**src/core/pwc_pkg.sv**
```systemverilog
// Constants, types and layouts shared by the channel data path
// Notes on behaviour
// - DMA requests only while enable bit set
// - Urgent threshold field sets urgent level
// - Request threshold field sets request level
// - Period register sets period, resets 32
// - Short period truncates serial word
// - Long period pads after 32 bits
// - Data register sent when FIFO unused
// - Pulse mode: data gives pulses per period
// - Serial mode shifts word out bitwise
// - FIFO input writes push shared FIFO
// - FIFO input reads default, never pop
// - FIFO words dealt round-robin, lowest first
// - FIFO channels fetch in lock-step
// - Channel three and four writes ignored
// - FIFO-select bit picks data source
// - Mode bit: pulse or serial MSB first
// - Padding and idle level follow silence
// - Empty FIFO wait sets gap flag
package pwc_pkg;
	// Sizes
	localparam int NUM_CH = 2;
	localparam int WORD_W = 32;
	localparam int FIFO_DEPTH = 8;
	localparam int PTR_W = 3;
	localparam int LVL_W = 4;
	localparam int ADDR_W = 3;
	localparam int TURN_W = 1;
	localparam int THR_W = 8;
	// Register indices
	localparam logic [ADDR_W-1:0] IDX_DMA_CONTROL = 3'h0;
	localparam logic [ADDR_W-1:0] IDX_FIFO_IN = 3'h3;
	localparam logic [ADDR_W-1:0] IDX_CH3_PERIOD = 3'h6;
	localparam logic [ADDR_W-1:0] IDX_CH3_DATA = 3'h7;
	localparam logic [ADDR_W-1:0] IDX_PERIOD [NUM_CH] = '{3'h1, 3'h4};
	localparam logic [ADDR_W-1:0] IDX_DATA [NUM_CH] = '{3'h2, 3'h5};
	// Field positions in the dma_control register
	localparam int DMA_EN_BIT = 31;
	localparam int URG_LO = 8;
	localparam int REQ_LO = 0;
	// Reset values
	localparam logic [THR_W-1:0] URG_RST = 8'h07;
	localparam logic [THR_W-1:0] REQ_RST = 8'h07;
	localparam logic [WORD_W-1:0] PERIOD_RST = 32'h00000020;
	localparam logic [WORD_W-1:0] DATA_RST = 32'h00000000;
	localparam logic [WORD_W-1:0] BUS_DEFAULT = 32'h00000000;
	// Bits in one serial word
	localparam logic [WORD_W-1:0] SER_BITS = 32'h00000020;
	// Per-channel control bits from the neighbouring control register
	typedef struct packed {
		logic enable;
		logic fifo_select;
		logic serialiser_select;
		logic silence_level;
		logic repeat_last_word;
	} pwc_ch_ctl_t;
	// One register port request
	typedef struct packed {
		logic wr;
		logic rd;
		logic [ADDR_W-1:0] addr;
		logic [WORD_W-1:0] wdata;
	} pwc_reg_req_t;
	// Channel engine states
	typedef enum logic [1:0] {CH_IDLE, CH_RUN, CH_WAIT} pwc_ch_state_t;
endpackage

```
**src/core/pwc_data_path.sv**
```systemverilog
// Channel data path: registers, shared FIFO, DMA requests, channel engines
`timescale 1ns/1ps
module pwc_data_path (
	// Clock, reset, enable
	input wire logic clk,
	input wire logic resetn,
	input wire logic ce,
	// Register port
	input wire pwc_pkg::pwc_reg_req_t req,
	output logic [pwc_pkg::WORD_W-1:0] rdata_r,
	// Channel control bits and one-shot clears
	input wire pwc_pkg::pwc_ch_ctl_t [pwc_pkg::NUM_CH-1:0] ch_ctl,
	input wire logic fifo_clear,
	input wire logic [pwc_pkg::NUM_CH-1:0] gap_clear,
	// Outputs
	output logic [pwc_pkg::NUM_CH-1:0] ch_out_r,
	output logic [pwc_pkg::NUM_CH-1:0] gap_flag_r,
	output logic dma_req_r,
	output logic dma_urgent_r,
	output logic fifo_empty_r,
	output logic fifo_full_r
);
	// DMA control fields
	logic dma_en_r;
	logic [pwc_pkg::THR_W-1:0] urg_thr_r;
	logic [pwc_pkg::THR_W-1:0] req_thr_r;
	// Per-channel registers and engine state
	logic [pwc_pkg::WORD_W-1:0] period_r [pwc_pkg::NUM_CH];
	logic [pwc_pkg::WORD_W-1:0] data_r [pwc_pkg::NUM_CH];
	logic [pwc_pkg::WORD_W-1:0] word_r [pwc_pkg::NUM_CH];
	logic [pwc_pkg::WORD_W-1:0] cnt_r [pwc_pkg::NUM_CH];
	logic [pwc_pkg::WORD_W-1:0] acc_r [pwc_pkg::NUM_CH];
	logic [pwc_pkg::NUM_CH-1:0] have_word_r;
	pwc_pkg::pwc_ch_state_t st_r [pwc_pkg::NUM_CH];
	logic [pwc_pkg::NUM_CH-1:0] grant;
	// FIFO storage and pointers
	logic [pwc_pkg::WORD_W-1:0] mem_r [pwc_pkg::FIFO_DEPTH];
	logic [pwc_pkg::PTR_W-1:0] wptr_r;
	logic [pwc_pkg::PTR_W-1:0] rptr_r;
	logic [pwc_pkg::LVL_W-1:0] level_r;
	logic [pwc_pkg::LVL_W-1:0] level_nxt;
	logic [pwc_pkg::TURN_W-1:0] turn_r;
	logic [pwc_pkg::TURN_W-1:0] turn_nxt;
	logic push;
	logic pop;
	logic fifo_empty;
	logic fifo_full;

	// FIFO status from the live level
	assign fifo_empty = (level_r == '0);
	assign fifo_full = (level_r == pwc_pkg::LVL_W'(pwc_pkg::FIFO_DEPTH));
	// Writes when full are dropped rather than corrupting the oldest word
	assign push = req.wr && (req.addr == pwc_pkg::IDX_FIFO_IN) && !fifo_full;
	// Only one slot can be granted per cycle, and never from an empty FIFO
	assign pop = |grant;

	// DMA control register
	always_ff @(posedge clk or negedge resetn) begin
		if (!resetn) begin
			dma_en_r <= 1'b0;
			urg_thr_r <= pwc_pkg::URG_RST;
			req_thr_r <= pwc_pkg::REQ_RST;
		end else if (ce && req.wr && req.addr == pwc_pkg::IDX_DMA_CONTROL) begin
			dma_en_r <= req.wdata[pwc_pkg::DMA_EN_BIT];
			urg_thr_r <= req.wdata[pwc_pkg::URG_LO +: pwc_pkg::THR_W];
			req_thr_r <= req.wdata[pwc_pkg::REQ_LO +: pwc_pkg::THR_W];
		end
	end

	// Register read-back; FIFO input and absent channels give bus default
	always_ff @(posedge clk or negedge resetn) begin
		if (!resetn) begin
			rdata_r <= pwc_pkg::BUS_DEFAULT;
		end else if (ce && req.rd) begin
			rdata_r <= pwc_pkg::BUS_DEFAULT;
			if (req.addr == pwc_pkg::IDX_DMA_CONTROL) begin
				rdata_r[pwc_pkg::DMA_EN_BIT] <= dma_en_r;
				rdata_r[pwc_pkg::URG_LO +: pwc_pkg::THR_W] <= urg_thr_r;
				rdata_r[pwc_pkg::REQ_LO +: pwc_pkg::THR_W] <= req_thr_r;
			end
			for (int k = 0; k < pwc_pkg::NUM_CH; k++) begin
				if (req.addr == pwc_pkg::IDX_PERIOD[k]) begin
					rdata_r <= period_r[k];
				end
				if (req.addr == pwc_pkg::IDX_DATA[k]) begin
					rdata_r <= data_r[k];
				end
			end
		end
	end

	// DMA request lines compare level against both thresholds
	always_ff @(posedge clk or negedge resetn) begin
		if (!resetn) begin
			dma_req_r <= 1'b0;
			dma_urgent_r <= 1'b0;
		end else if (ce) begin
			dma_req_r <= dma_en_r && ({4'h0, level_r} <= req_thr_r);
			dma_urgent_r <= dma_en_r && ({4'h0, level_r} <= urg_thr_r);
		end
	end

	// Next FIFO level
	always_comb begin
		level_nxt = level_r;
		if (fifo_clear) begin
			level_nxt = '0;
		end else if (push && !pop) begin
			level_nxt = level_r + 4'h1;
		end else if (pop && !push) begin
			level_nxt = level_r - 4'h1;
		end
	end

	// FIFO pointers, level and flags; clear wins over a same-cycle push
	always_ff @(posedge clk or negedge resetn) begin
		if (!resetn) begin
			wptr_r <= '0;
			rptr_r <= '0;
			level_r <= '0;
			fifo_empty_r <= 1'b1;
			fifo_full_r <= 1'b0;
		end else if (ce) begin
			level_r <= level_nxt;
			fifo_empty_r <= (level_nxt == '0);
			fifo_full_r <= (level_nxt == pwc_pkg::LVL_W'(pwc_pkg::FIFO_DEPTH));
			if (fifo_clear) begin
				wptr_r <= '0;
				rptr_r <= '0;
			end else begin
				if (push) begin
					wptr_r <= wptr_r + 3'h1;
				end
				if (pop) begin
					rptr_r <= rptr_r + 3'h1;
				end
			end
		end
	end

	// FIFO storage; no reset needed on data
	always_ff @(posedge clk) begin
		if (ce && push && !fifo_clear) begin
			mem_r[wptr_r] <= req.wdata;
		end
	end

	// Next sharing slot: first FIFO user after the current one, wrapping
	always_comb begin
		logic [pwc_pkg::TURN_W-1:0] cand;
		logic found;
		cand = turn_r;
		found = 1'b0;
		turn_nxt = turn_r;
		for (int k = 1; k <= pwc_pkg::NUM_CH; k++) begin
			cand = pwc_pkg::TURN_W'((32'(turn_r) + k) % pwc_pkg::NUM_CH);
			if (!found && ch_ctl[cand].enable && ch_ctl[cand].fifo_select) begin
				turn_nxt = cand;
				found = 1'b1;
			end
		end
	end

	// Round-robin slot pointer, restarting at channel one on clear
	always_ff @(posedge clk or negedge resetn) begin
		if (!resetn) begin
			turn_r <= '0;
		end else if (ce) begin
			if (fifo_clear) begin
				turn_r <= '0;
			end else if (pop || !(ch_ctl[turn_r].enable && ch_ctl[turn_r].fifo_select)) begin
				turn_r <= turn_nxt;
			end
		end
	end

	// One engine per channel
	for (genvar i = 0; i < pwc_pkg::NUM_CH; i++) begin : g_ch
		logic last;
		logic [pwc_pkg::WORD_W:0] sum;
		logic wait_empty;
		// Period end; a zero period behaves as one cycle
		assign last = ({1'b0, cnt_r[i]} + 33'h1) >= {1'b0, period_r[i]};
		assign sum = {1'b0, acc_r[i]} + {1'b0, word_r[i]};
		// Lock-step: a slot is granted only on this channel's turn
		assign grant[i] = (st_r[i] == pwc_pkg::CH_WAIT) && (turn_r == pwc_pkg::TURN_W'(i)) && ch_ctl[i].enable
			&& ch_ctl[i].fifo_select && !fifo_empty;
		assign wait_empty = (st_r[i] == pwc_pkg::CH_WAIT) && fifo_empty && have_word_r[i] && ch_ctl[i].enable;

		// Period and data registers; channels three and four are not decoded
		always_ff @(posedge clk or negedge resetn) begin
			if (!resetn) begin
				period_r[i] <= pwc_pkg::PERIOD_RST;
				data_r[i] <= pwc_pkg::DATA_RST;
			end else if (ce && req.wr) begin
				if (req.addr == pwc_pkg::IDX_PERIOD[i]) begin
					period_r[i] <= req.wdata;
				end
				if (req.addr == pwc_pkg::IDX_DATA[i]) begin
					data_r[i] <= req.wdata;
				end
			end
		end

		// Engine state, bit counter, pulse accumulator and output
		always_ff @(posedge clk or negedge resetn) begin
			if (!resetn) begin
				st_r[i] <= pwc_pkg::CH_IDLE;
				cnt_r[i] <= '0;
				acc_r[i] <= '0;
				word_r[i] <= '0;
				have_word_r[i] <= 1'b0;
				ch_out_r[i] <= 1'b0;
			end else if (ce) begin
				ch_out_r[i] <= ch_ctl[i].silence_level;
				if (fifo_clear) begin
					have_word_r[i] <= 1'b0;
				end
				case (st_r[i])
					pwc_pkg::CH_IDLE: begin
						cnt_r[i] <= '0;
						acc_r[i] <= '0;
						if (ch_ctl[i].enable && ch_ctl[i].fifo_select) begin
							st_r[i] <= pwc_pkg::CH_WAIT;
						end else if (ch_ctl[i].enable) begin
							word_r[i] <= data_r[i];
							st_r[i] <= pwc_pkg::CH_RUN;
						end
					end
					pwc_pkg::CH_RUN: begin
						if (ch_ctl[i].serialiser_select) begin
							// Bits past the 32nd are padding at silence level
							if (cnt_r[i] < pwc_pkg::SER_BITS) begin
								ch_out_r[i] <= word_r[i][~cnt_r[i][4:0]];
							end else begin
								ch_out_r[i] <= ch_ctl[i].silence_level;
							end
							acc_r[i] <= '0;
						end else if (sum >= {1'b0, period_r[i]}) begin
							// Accumulator spreads data-many pulses evenly over the period
							ch_out_r[i] <= 1'b1;
							acc_r[i] <= pwc_pkg::WORD_W'(sum - {1'b0, period_r[i]});
						end else begin
							ch_out_r[i] <= 1'b0;
							acc_r[i] <= pwc_pkg::WORD_W'(sum);
						end
						cnt_r[i] <= cnt_r[i] + 32'h1;
						if (!ch_ctl[i].enable) begin
							st_r[i] <= pwc_pkg::CH_IDLE;
						end else if (last) begin
							cnt_r[i] <= '0;
							if (ch_ctl[i].fifo_select) begin
								st_r[i] <= pwc_pkg::CH_WAIT;
							end else begin
								word_r[i] <= data_r[i];
							end
						end
					end
					pwc_pkg::CH_WAIT: begin
						cnt_r[i] <= '0;
						if (!ch_ctl[i].enable || !ch_ctl[i].fifo_select) begin
							st_r[i] <= pwc_pkg::CH_IDLE;
						end else if (grant[i]) begin
							word_r[i] <= mem_r[rptr_r];
							have_word_r[i] <= 1'b1;
							st_r[i] <= pwc_pkg::CH_RUN;
						end else if (wait_empty && ch_ctl[i].repeat_last_word) begin
							st_r[i] <= pwc_pkg::CH_RUN; // Resend the last word, no gap
						end
					end
					default: begin
						st_r[i] <= pwc_pkg::CH_IDLE;
					end
				endcase
			end
		end

		// Gap flag: sticky, a new gap wins over a same-cycle clear
		always_ff @(posedge clk or negedge resetn) begin
			if (!resetn) begin
				gap_flag_r[i] <= 1'b0;
			end else if (ce) begin
				if (wait_empty && !ch_ctl[i].repeat_last_word) begin
					gap_flag_r[i] <= 1'b1;
				end else if (gap_clear[i]) begin
					gap_flag_r[i] <= 1'b0;
				end
			end
		end

		a_gap_set: assert property (@(posedge clk) disable iff (!resetn)
			ce && wait_empty && !ch_ctl[i].repeat_last_word |=> gap_flag_r[i])
			else $error("gap flag not set on empty wait");
		a_ser_msb: assert property (@(posedge clk) disable iff (!resetn)
			ce && st_r[i] == pwc_pkg::CH_RUN && ch_ctl[i].serialiser_select && cnt_r[i] == '0
			|=> ch_out_r[i] == $past(word_r[i][pwc_pkg::WORD_W-1]))
			else $error("serial word not sent MSB first");
		a_pad_silence: assert property (@(posedge clk) disable iff (!resetn)
			ce && st_r[i] == pwc_pkg::CH_RUN && ch_ctl[i].serialiser_select && cnt_r[i] >= pwc_pkg::SER_BITS
			|=> ch_out_r[i] == $past(ch_ctl[i].silence_level))
			else $error("padding bit not at silence level");
		a_ch3_ignored: assert property (@(posedge clk) disable iff (!resetn)
			ce && req.wr && (req.addr == pwc_pkg::IDX_CH3_PERIOD || req.addr == pwc_pkg::IDX_CH3_DATA)
			|=> $stable(period_r[i]) && $stable(data_r[i]))
			else $error("absent channel write changed a register");
	end

	a_dma_gate: assert property (@(posedge clk) disable iff (!resetn)
		ce && !dma_en_r |=> !dma_req_r && !dma_urgent_r)
		else $error("DMA request while disabled");
	a_req_level: assert property (@(posedge clk) disable iff (!resetn)
		ce && dma_en_r && ({4'h0, level_r} <= req_thr_r) |=> dma_req_r)
		else $error("DMA request missing at threshold");
	a_urgent_level: assert property (@(posedge clk) disable iff (!resetn)
		ce && dma_en_r && ({4'h0, level_r} > urg_thr_r) |=> !dma_urgent_r)
		else $error("urgent request above threshold");
	a_no_empty_pop: assert property (@(posedge clk) disable iff (!resetn)
		pop |-> level_r != '0 && $onehot(grant))
		else $error("pop from empty FIFO");
	a_fifo_read: assert property (@(posedge clk) disable iff (!resetn)
		ce && req.rd && !req.wr && req.addr == pwc_pkg::IDX_FIFO_IN && !pop && !fifo_clear
		|=> rdata_r == pwc_pkg::BUS_DEFAULT && level_r == $past(level_r))
		else $error("FIFO input read not default or popped");
	a_push_level: assert property (@(posedge clk) disable iff (!resetn)
		ce && push && !pop && !fifo_clear |=> level_r == $past(level_r) + 4'h1)
		else $error("FIFO write not pushed");
endmodule

```
**config.mk**
```make
export PLATFORM = sky130hd
export DESIGN_NAME = pwc_data_path
export DESIGN_NICKNAME = d
export VERILOG_FILES = /design/src/core/pwc_pkg.sv /design/src/core/pwc_data_path.sv
export SDC_FILE = /design/constraint.sdc
export NUM_CORES = 1
export LEC_CHECK = 0
export BUFFER_PORTS_ARGS = -buffer_cell sky130_fd_sc_hd__buf_2
export CAP_MARGIN = 20
export CORE_MARGIN = 2
export CORE_UTILIZATION = 40
export DETAILED_ROUTE_END_ITERATION = 8
export PLACE_DENSITY = 0.57
export SETUP_SLACK_MARGIN = 0.2
export SLEW_MARGIN = 40
export SYNTH_ARGS = -nofsm -noshare
export SYNTH_HDL_FRONTEND = slang
export SYNTH_SLANG_ARGS = --single-unit
export TNS_END_PERCENT = 50
```
**constraint.sdc**
```tcl
create_clock -name clk -period 11.9 [get_ports clk]
set_clock_uncertainty 0.1 [all_clocks]
set_input_delay 1.19 -clock clk [delete_from_list [all_inputs] [get_ports clk]]
set_output_delay 1.19 -clock clk [all_outputs]
set_load 0.03 [all_outputs]
```
# == Word-level counts from Yosys, hierarchy flattened ==
# Memory sizes are Yosys's and may differ from the RTL's.
# Index checks and enable logic that the tools add are counted.
# totals
register_bits,394
mem_bits_rw,256
inputBits,53
output_inout_bits,40
elab_cells,278
memories,1
# memory_table
memory,words,word_bits,read_ports,rd_ports_with_merged_regs,wr,line,source
mem_r,8,32,1,0,1,pwc_data_path.sv:37,logic [pwc_pkg::WORD_W-1:0] mem_r [pwc_pkg::FIFO_DEPTH];
# op_classes
addsub,14
order_cmp,13
n_eq_ne,33
muxes,96
bitwise,3
n_reduce_logical,88
# ops
operator,count
$mux W32,26
$pmux W32 S2,4
$pmux W32 S3,2
$ge A33 B32 Y1,4
$add A32 B1 Y33 const B,2
$add A32 B32 Y33,2
$add A32 B1 Y32 const B,2
$lt A32 B6 Y1 const B,2
$sub A32 B32 Y32,2
$logic_and A1 B1 Y1,35
$mux W2,16
$mux W1,30
$mux W5,6
$ne A2 B2 Y1 const B,14
$reduce_and A2 Y1,12
$ne A3 B3 Y1 const B,6
$reduce_and A9 Y1,2
$reduce_bool A2 Y1,9
$le A4 B8 Y1,2
$mux W16,1
$logic_not A1 Y1,13
$lt A5 B6 Y1 const B,2
$mux W3,4
$mux W4,3
24 further kinds,46

# == Depth between registers and ports, before layout ==
# logic_depth
ltp_word,11
ltp_mapped,24
ltp_nobuf,22

# == Worst setup path before layout ==
# OpenSTA, ideal clock, no wires.
# synth_path
path_kind,input port to flip-flop
from,input req[34] (netlist bit)
to,memory mem_r[0][0] (netlist bit) (enable)
setup_ps,461
arrival_time_ps,4440
required_time_ps,11339
slack_ps,6899
path_stages,6
n_path_buf,2
path_cell_list,clkbuf_1 nor2b_1 clkbuf_1 nand4_1 or3_1 nor3_1
# synth_between
elab_chain_cells,7
# synth_rtl
element,line,source
start: declaration,pwc_data_path.sv:9,"input wire pwc_pkg::pwc_reg_req_t req,"
$eq A3 B2 Y1,pwc_data_path.sv:53,assign push = req.wr && (req.addr == pwc_pkg::IDX_FIFO_IN) && !fifo_full;
$logic_and A1 B1 Y1 (2 in a row),pwc_data_path.sv:53,
$logic_and A1 B1 Y1 (2 in a row),pwc_data_path.sv:143,if (ce && push && !fifo_clear) begin
$mux W1,pwc_data_path.sv:143,
$mux W1 (not written as such),pwc_data_path.sv:144,mem_r[wptr_r] <= req.wdata;
end: declaration,pwc_data_path.sv:37,
# No other way between the ends.

# == Worst setup path in the final report ==
# layout_path
from,register word_r[32] (netlist bit)
to,register acc_r[45] (netlist bit)
# layout_between
elab_chain_cells,5
word_cells_on_any_way,6
classes_between,2 x add/sub; 1 x order compare; 3 x mux
# layout_rtl
element,line,source
start: declaration,pwc_data_path.sv:30,logic [pwc_pkg::WORD_W-1:0] word_r [pwc_pkg::NUM_CH];
start signal: indexed assignment,pwc_data_path.sv:226,word_r[i] <= data_r[i];
start signal: indexed assignment,pwc_data_path.sv:255,word_r[i] <= data_r[i];
start signal: indexed assignment,pwc_data_path.sv:264,word_r[i] <= mem_r[rptr_r];
$add A32 B32 Y33 *,pwc_data_path.sv:184,"assign sum = {1'b0, acc_r[i]} + {1'b0, word_r[i]};"
$sub A32 B32 Y32 or $ge A33 B32 Y1 (tied branches),"pwc_data_path.sv:242, pwc_data_path.sv:239",
$mux W32 *,pwc_data_path.sv:239,"end else if (sum >= {1'b0, period_r[i]}) begin"
$mux W32 *,pwc_data_path.sv:231,if (ch_ctl[i].serialiser_select) begin
$pmux W32 S2 *,pwc_data_path.sv:219,case (st_r[i])
end signal: indexed assignment,pwc_data_path.sv:242,"acc_r[i] <= pwc_pkg::WORD_W'(sum - {1'b0, period_r[i]});"
end signal: indexed assignment,pwc_data_path.sv:245,acc_r[i] <= pwc_pkg::WORD_W'(sum);
end: declaration,pwc_data_path.sv:32,logic [pwc_pkg::WORD_W-1:0] acc_r [pwc_pkg::NUM_CH];
# Mark *: on every way between the ends. The rest lies on a longest branch, timed or not.
# A chain may end at the register's enable or synchronous reset.

==> reports/metrics.yaml <==
placed_design:
  post-place-ws_ns: 5.613
  dp_hpwl_mm: 80.37
  globalplace.congestion: 0.9164
  place.port_buffers: 92
critical_path:
  required_ns: 12.33
  crit_path_end_kind: "flip-flop"
  regToRegStartpoint: "word_r[32]$_DFFE_PN0P_"
  startpoint: "word_r[32]$_DFFE_PN0P_"
  critPathMaxFanout: 16
  start_kind: "flip-flop"
  cp.arrival_ns: 6.63
  path_class: "flip-flop to flip-flop"
clocking:
  cts_root_buf: "clkbuf_16"
  postCtsResizedCells: 0
  cts-hold-fix-buffers: 0
  clk_pin_slew_ns: 0.07
  cts_sinks: 650
  cts_setup_buffers: 0
  cts_tree: "yes"
  clock_path_buffers: 3
  h-tree-depth: 3
  cts_buffers: 76
  clk_latency_ns: 0.67
route:
  viasPerCell: 5.796
  drt_pass1_iterations: 7
  drc_errors: 0
  drt-total-wl_mm: 112.6
  drt_iter0_drc: 2314
  antenna_left: 0
  routedWlPerCell_um: 24.41
  vias: 26730
synth:
  ys.flop_type: "dfrtp_1"
  synth_edf_count: 256
  yosysSeqAreaShare_pct: 47.69
  synth.distinct_cells: 85
  synthArstFlopShare_pct: 60.62
  syn_area_per_cell_sq_um: 11.12
  synthCells: 3312
  yosysWarnings: 0
  synth.net_count: 3575
  synth_area_sq_um: 36810
  ys_ff_latch: 650
sta:
  period_needed_ns: 6.193
  setup_viol: 0
  max_freq_mhz: 161.5
  tns_ns: 0
  tightestPinTransition_ns: 0.9876
  slew_viol_final: 0
  worst_slack_ns: 5.707
  relSlewSlack_pct: 33.46
  grt_setup_unrepaired: "no"
  hold_viol: 0
  fin_crit_sh_pct: 52.04
pwr:
  clkPwrFrac_pct: 22.2
  swShare_pct: 42.17
  p_leak_uw: 0.01703
  p_seq_share_pct: 28.3
  p_per_area_nw_per_um2: 258.7
  vdd_drop_max_v: 0.0001617
  p_sw_uw: 4486
  combPwrFrac_pct: 49.5
  p_int_uw: 6152
layout:
  nets: 3621
  final_util_pct: 45.00
  drive_gt1_share_pct: 16.11
  area_growth_pct: 11.69
grt:
  grt_pass1_vias: 26400
  grt_pass1_wl_mm: 169.2
  antenna_found_initial: 6
  grt_max_degree: 82
  grt.total_usage_pct: 23.90
  grt_overflow: 0
min_path:
  min-delay-start: "acc_r[62]$_DFFE_PN0P_"
  hp-class: "flip-flop to flip-flop"
outcome:
  outcome: "complete, no violations"
floorplanning:
  die-area_sq_um: 94480
  die_h_um: 307.4
  io_pins: 93
  die_w_um: 307.4
  num_rows: 111
  coreArea_sq_um: 91390
  start_util_pct: 40.28
run:
  max_cap_violations: 0
[per-layer routing]
layer | vias up | GRT usage, % | part of all wire, %
met5 | - | 0 | 0.036
met4 | 6 | 9.586 | 4.0
met3 | 197 | 4.804 | 6.5
met2 | 772 | 37.69 | 45
met1 | 13310 | 32.30 | 44
li1 | 12450 | - | -
[cells in the mapped netlist (14+ instances only)]
| cell | count | area, sq um |
|---|---|---|
| or3_1 | 16 | 100.1 |
| nor4_1 | 22 | 137.6 |
| inv_1 | 127 | 476.7 |
| ha_1 | 206 | 2577 |
| mux2_2 | 156 | 1757 |
| mux4_2 | 78 | 1757 |
| mux2i_1 | 137 | 1371 |
| nand3_1 | 68 | 340.3 |
| nor2b_1 | 22 | 137.6 |
| a21oi_1 | 170 | 850.8 |
| a22oi_1 | 20 | 150.1 |
| o21ai_0 | 278 | 1391 |
| a211oi_1 | 14 | 105.1 |
| a21o_1 | 76 | 570.6 |
| nor3_1 | 27 | 135.1 |
| xor2_1 | 53 | 464.2 |
| nand4_1 | 42 | 262.8 |
| o211ai_1 | 17 | 127.6 |
| o21bai_1 | 15 | 112.6 |
| nor2_1 | 145 | 544.3 |
| dfrtp_1 | 385 | 9634 |
| o21a_1 | 54 | 405.4 |
| a22o_1 | 54 | 473.0 |
| and3_1 | 21 | 131.4 |
| nand2b_1 | 27 | 168.9 |
| edfxtp_1 | 256 | 7687 |
| nand2_1 | 328 | 1231 |
| a31oi_1 | 22 | 137.6 |
| buf_1 | 25 | 93.84 |
| clkbuf_1 | 123 | 461.7 |
| xnor2_1 | 121 | 1060 |
| o221ai_1 | 35 | 306.5 |
[path summary, 6_finish.rpt]
path | to | slack, ns | depth (start not counted)
setup / recovery | acc_r[45]$_DFFE_PN0P_ | 5.71 | 23
hold / removal | acc_r[62]$_DFFE_PN0P_ | 0.38 | 2
setup reg to reg | acc_r[45]$_DFFE_PN0P_ | 5.71 | 23
hold reg to reg | acc_r[62]$_DFFE_PN0P_ | 0.38 | 2
max in group asynchronous | cnt_r[32]$_DFFE_PN0P_ | 9.50 | 3
min in group asynchronous | acc_r[8]$_DFFE_PN0P_ | 0.43 | 1
[worst max-delay path, stage by stage (launching register included)]
cell	delay [ns]
dfrtp_1	0.39
ha_1	0.24
inv_1	0.07
fa_1	0.20
nor2b_1	0.08
o31ai_1	0.46
a21oi_1	0.21
and4_1	0.26
nor3_1	0.31
o21bai_1	0.11
a21oi_1	0.21
xnor2_1	0.13
ha_1	0.37
nand4_1	0.15
nor3_1	0.27
o211ai_2	0.13
nand3_1	0.22
o311a_1	0.25
o21ai_2	0.12
a31oi_1	0.45
or2_2	0.54
buf_4	0.40
o21ai_1	0.14
a32o_1	0.27
[cell type report]
class,count,area [sq um]
fill,8509,50270
sequential,650,17570
timing repair buffer,129,792.0
antenna,5,12.51
multi-input combinational,2374,18280
inverter,127,476.7
tap,1186,1484
clock inverter,45,461.7
clock buffer,96,2048
[registers in the layout (all words and copies together), names as in the netlist, 2 cells and up]
register	cells
st_r	4
cnt_r	64
word_r	64
gap_flag_r	2
period_r	64
ch_out_r	2
level_r	4
acc_r	64
rptr_r	3
rdata_r	32
req_thr_r	8
urg_thr_r	8
have_word_r	2
wptr_r	3
data_r	64
mem_r	256
[cells by family (layout without fill, tap and decap cells)]
kind of cell	after synthesis	in the layout	share of synthesized area [%]
AO/OA/AOI/OAI	852	852	14.93
XOR/XNOR	174	174	4.140
adder cells (fa/ha/maj)	210	210	7.219
buffers and inverters	288	397	3.059
flip-flops	650	650	47.69
multiplexers	371	371	13.27
other	0	5	0
AND/OR/NAND/NOR	767	767	9.686
[power groups by stage]
stage          clock [uW]  sequential, uW  combinational (uW)
2_1_floorplan           0            2940                4150
3_3_place_gp            0            3040                5170
3_5_place_dp            0            3050                5170
4_1_cts              2410            3010                5210
5_1_grt              2500            3050                5780
6_report             2360            3010                5270
[cell usage in the layout, fill, tap and decap left out, drive strengths merged, types with 129 or more instances in the layout]
| cell | synthesis | routed |
|---|---|---|
| a21oi | 172 | 172 |
| buf | 38 | 129 |
| dfrtp | 385 | 385 |
| edfxtp | 256 | 256 |
| ha | 206 | 206 |
| inv | 127 | 130 |
| mux2 | 156 | 156 |
| mux2i | 137 | 137 |
| nand2 | 328 | 328 |
| nor2 | 145 | 145 |
| o21ai | 283 | 283 |
[through the flow]
stage | total power [uW] | cell area [sq um] | instances | hold WS, ns
5_1_grt | 11330 | 41110 | 4609 | 0.4047
3_5_place_dp | 8219 | 38590 | 4466 | 0.3750
4_1_cts | 10620 | 41100 | 4607 | 0.3872
3_3_place_gp | 8205 | 38510 | 4464 | 0.3675
6_report | 10640 | 41120 | 4612 | 0.3818
2_1_floorplan | 7092 | 36810 | 3312 | 0.3538
Note: power is estimated with default switching activity, not from simulation.
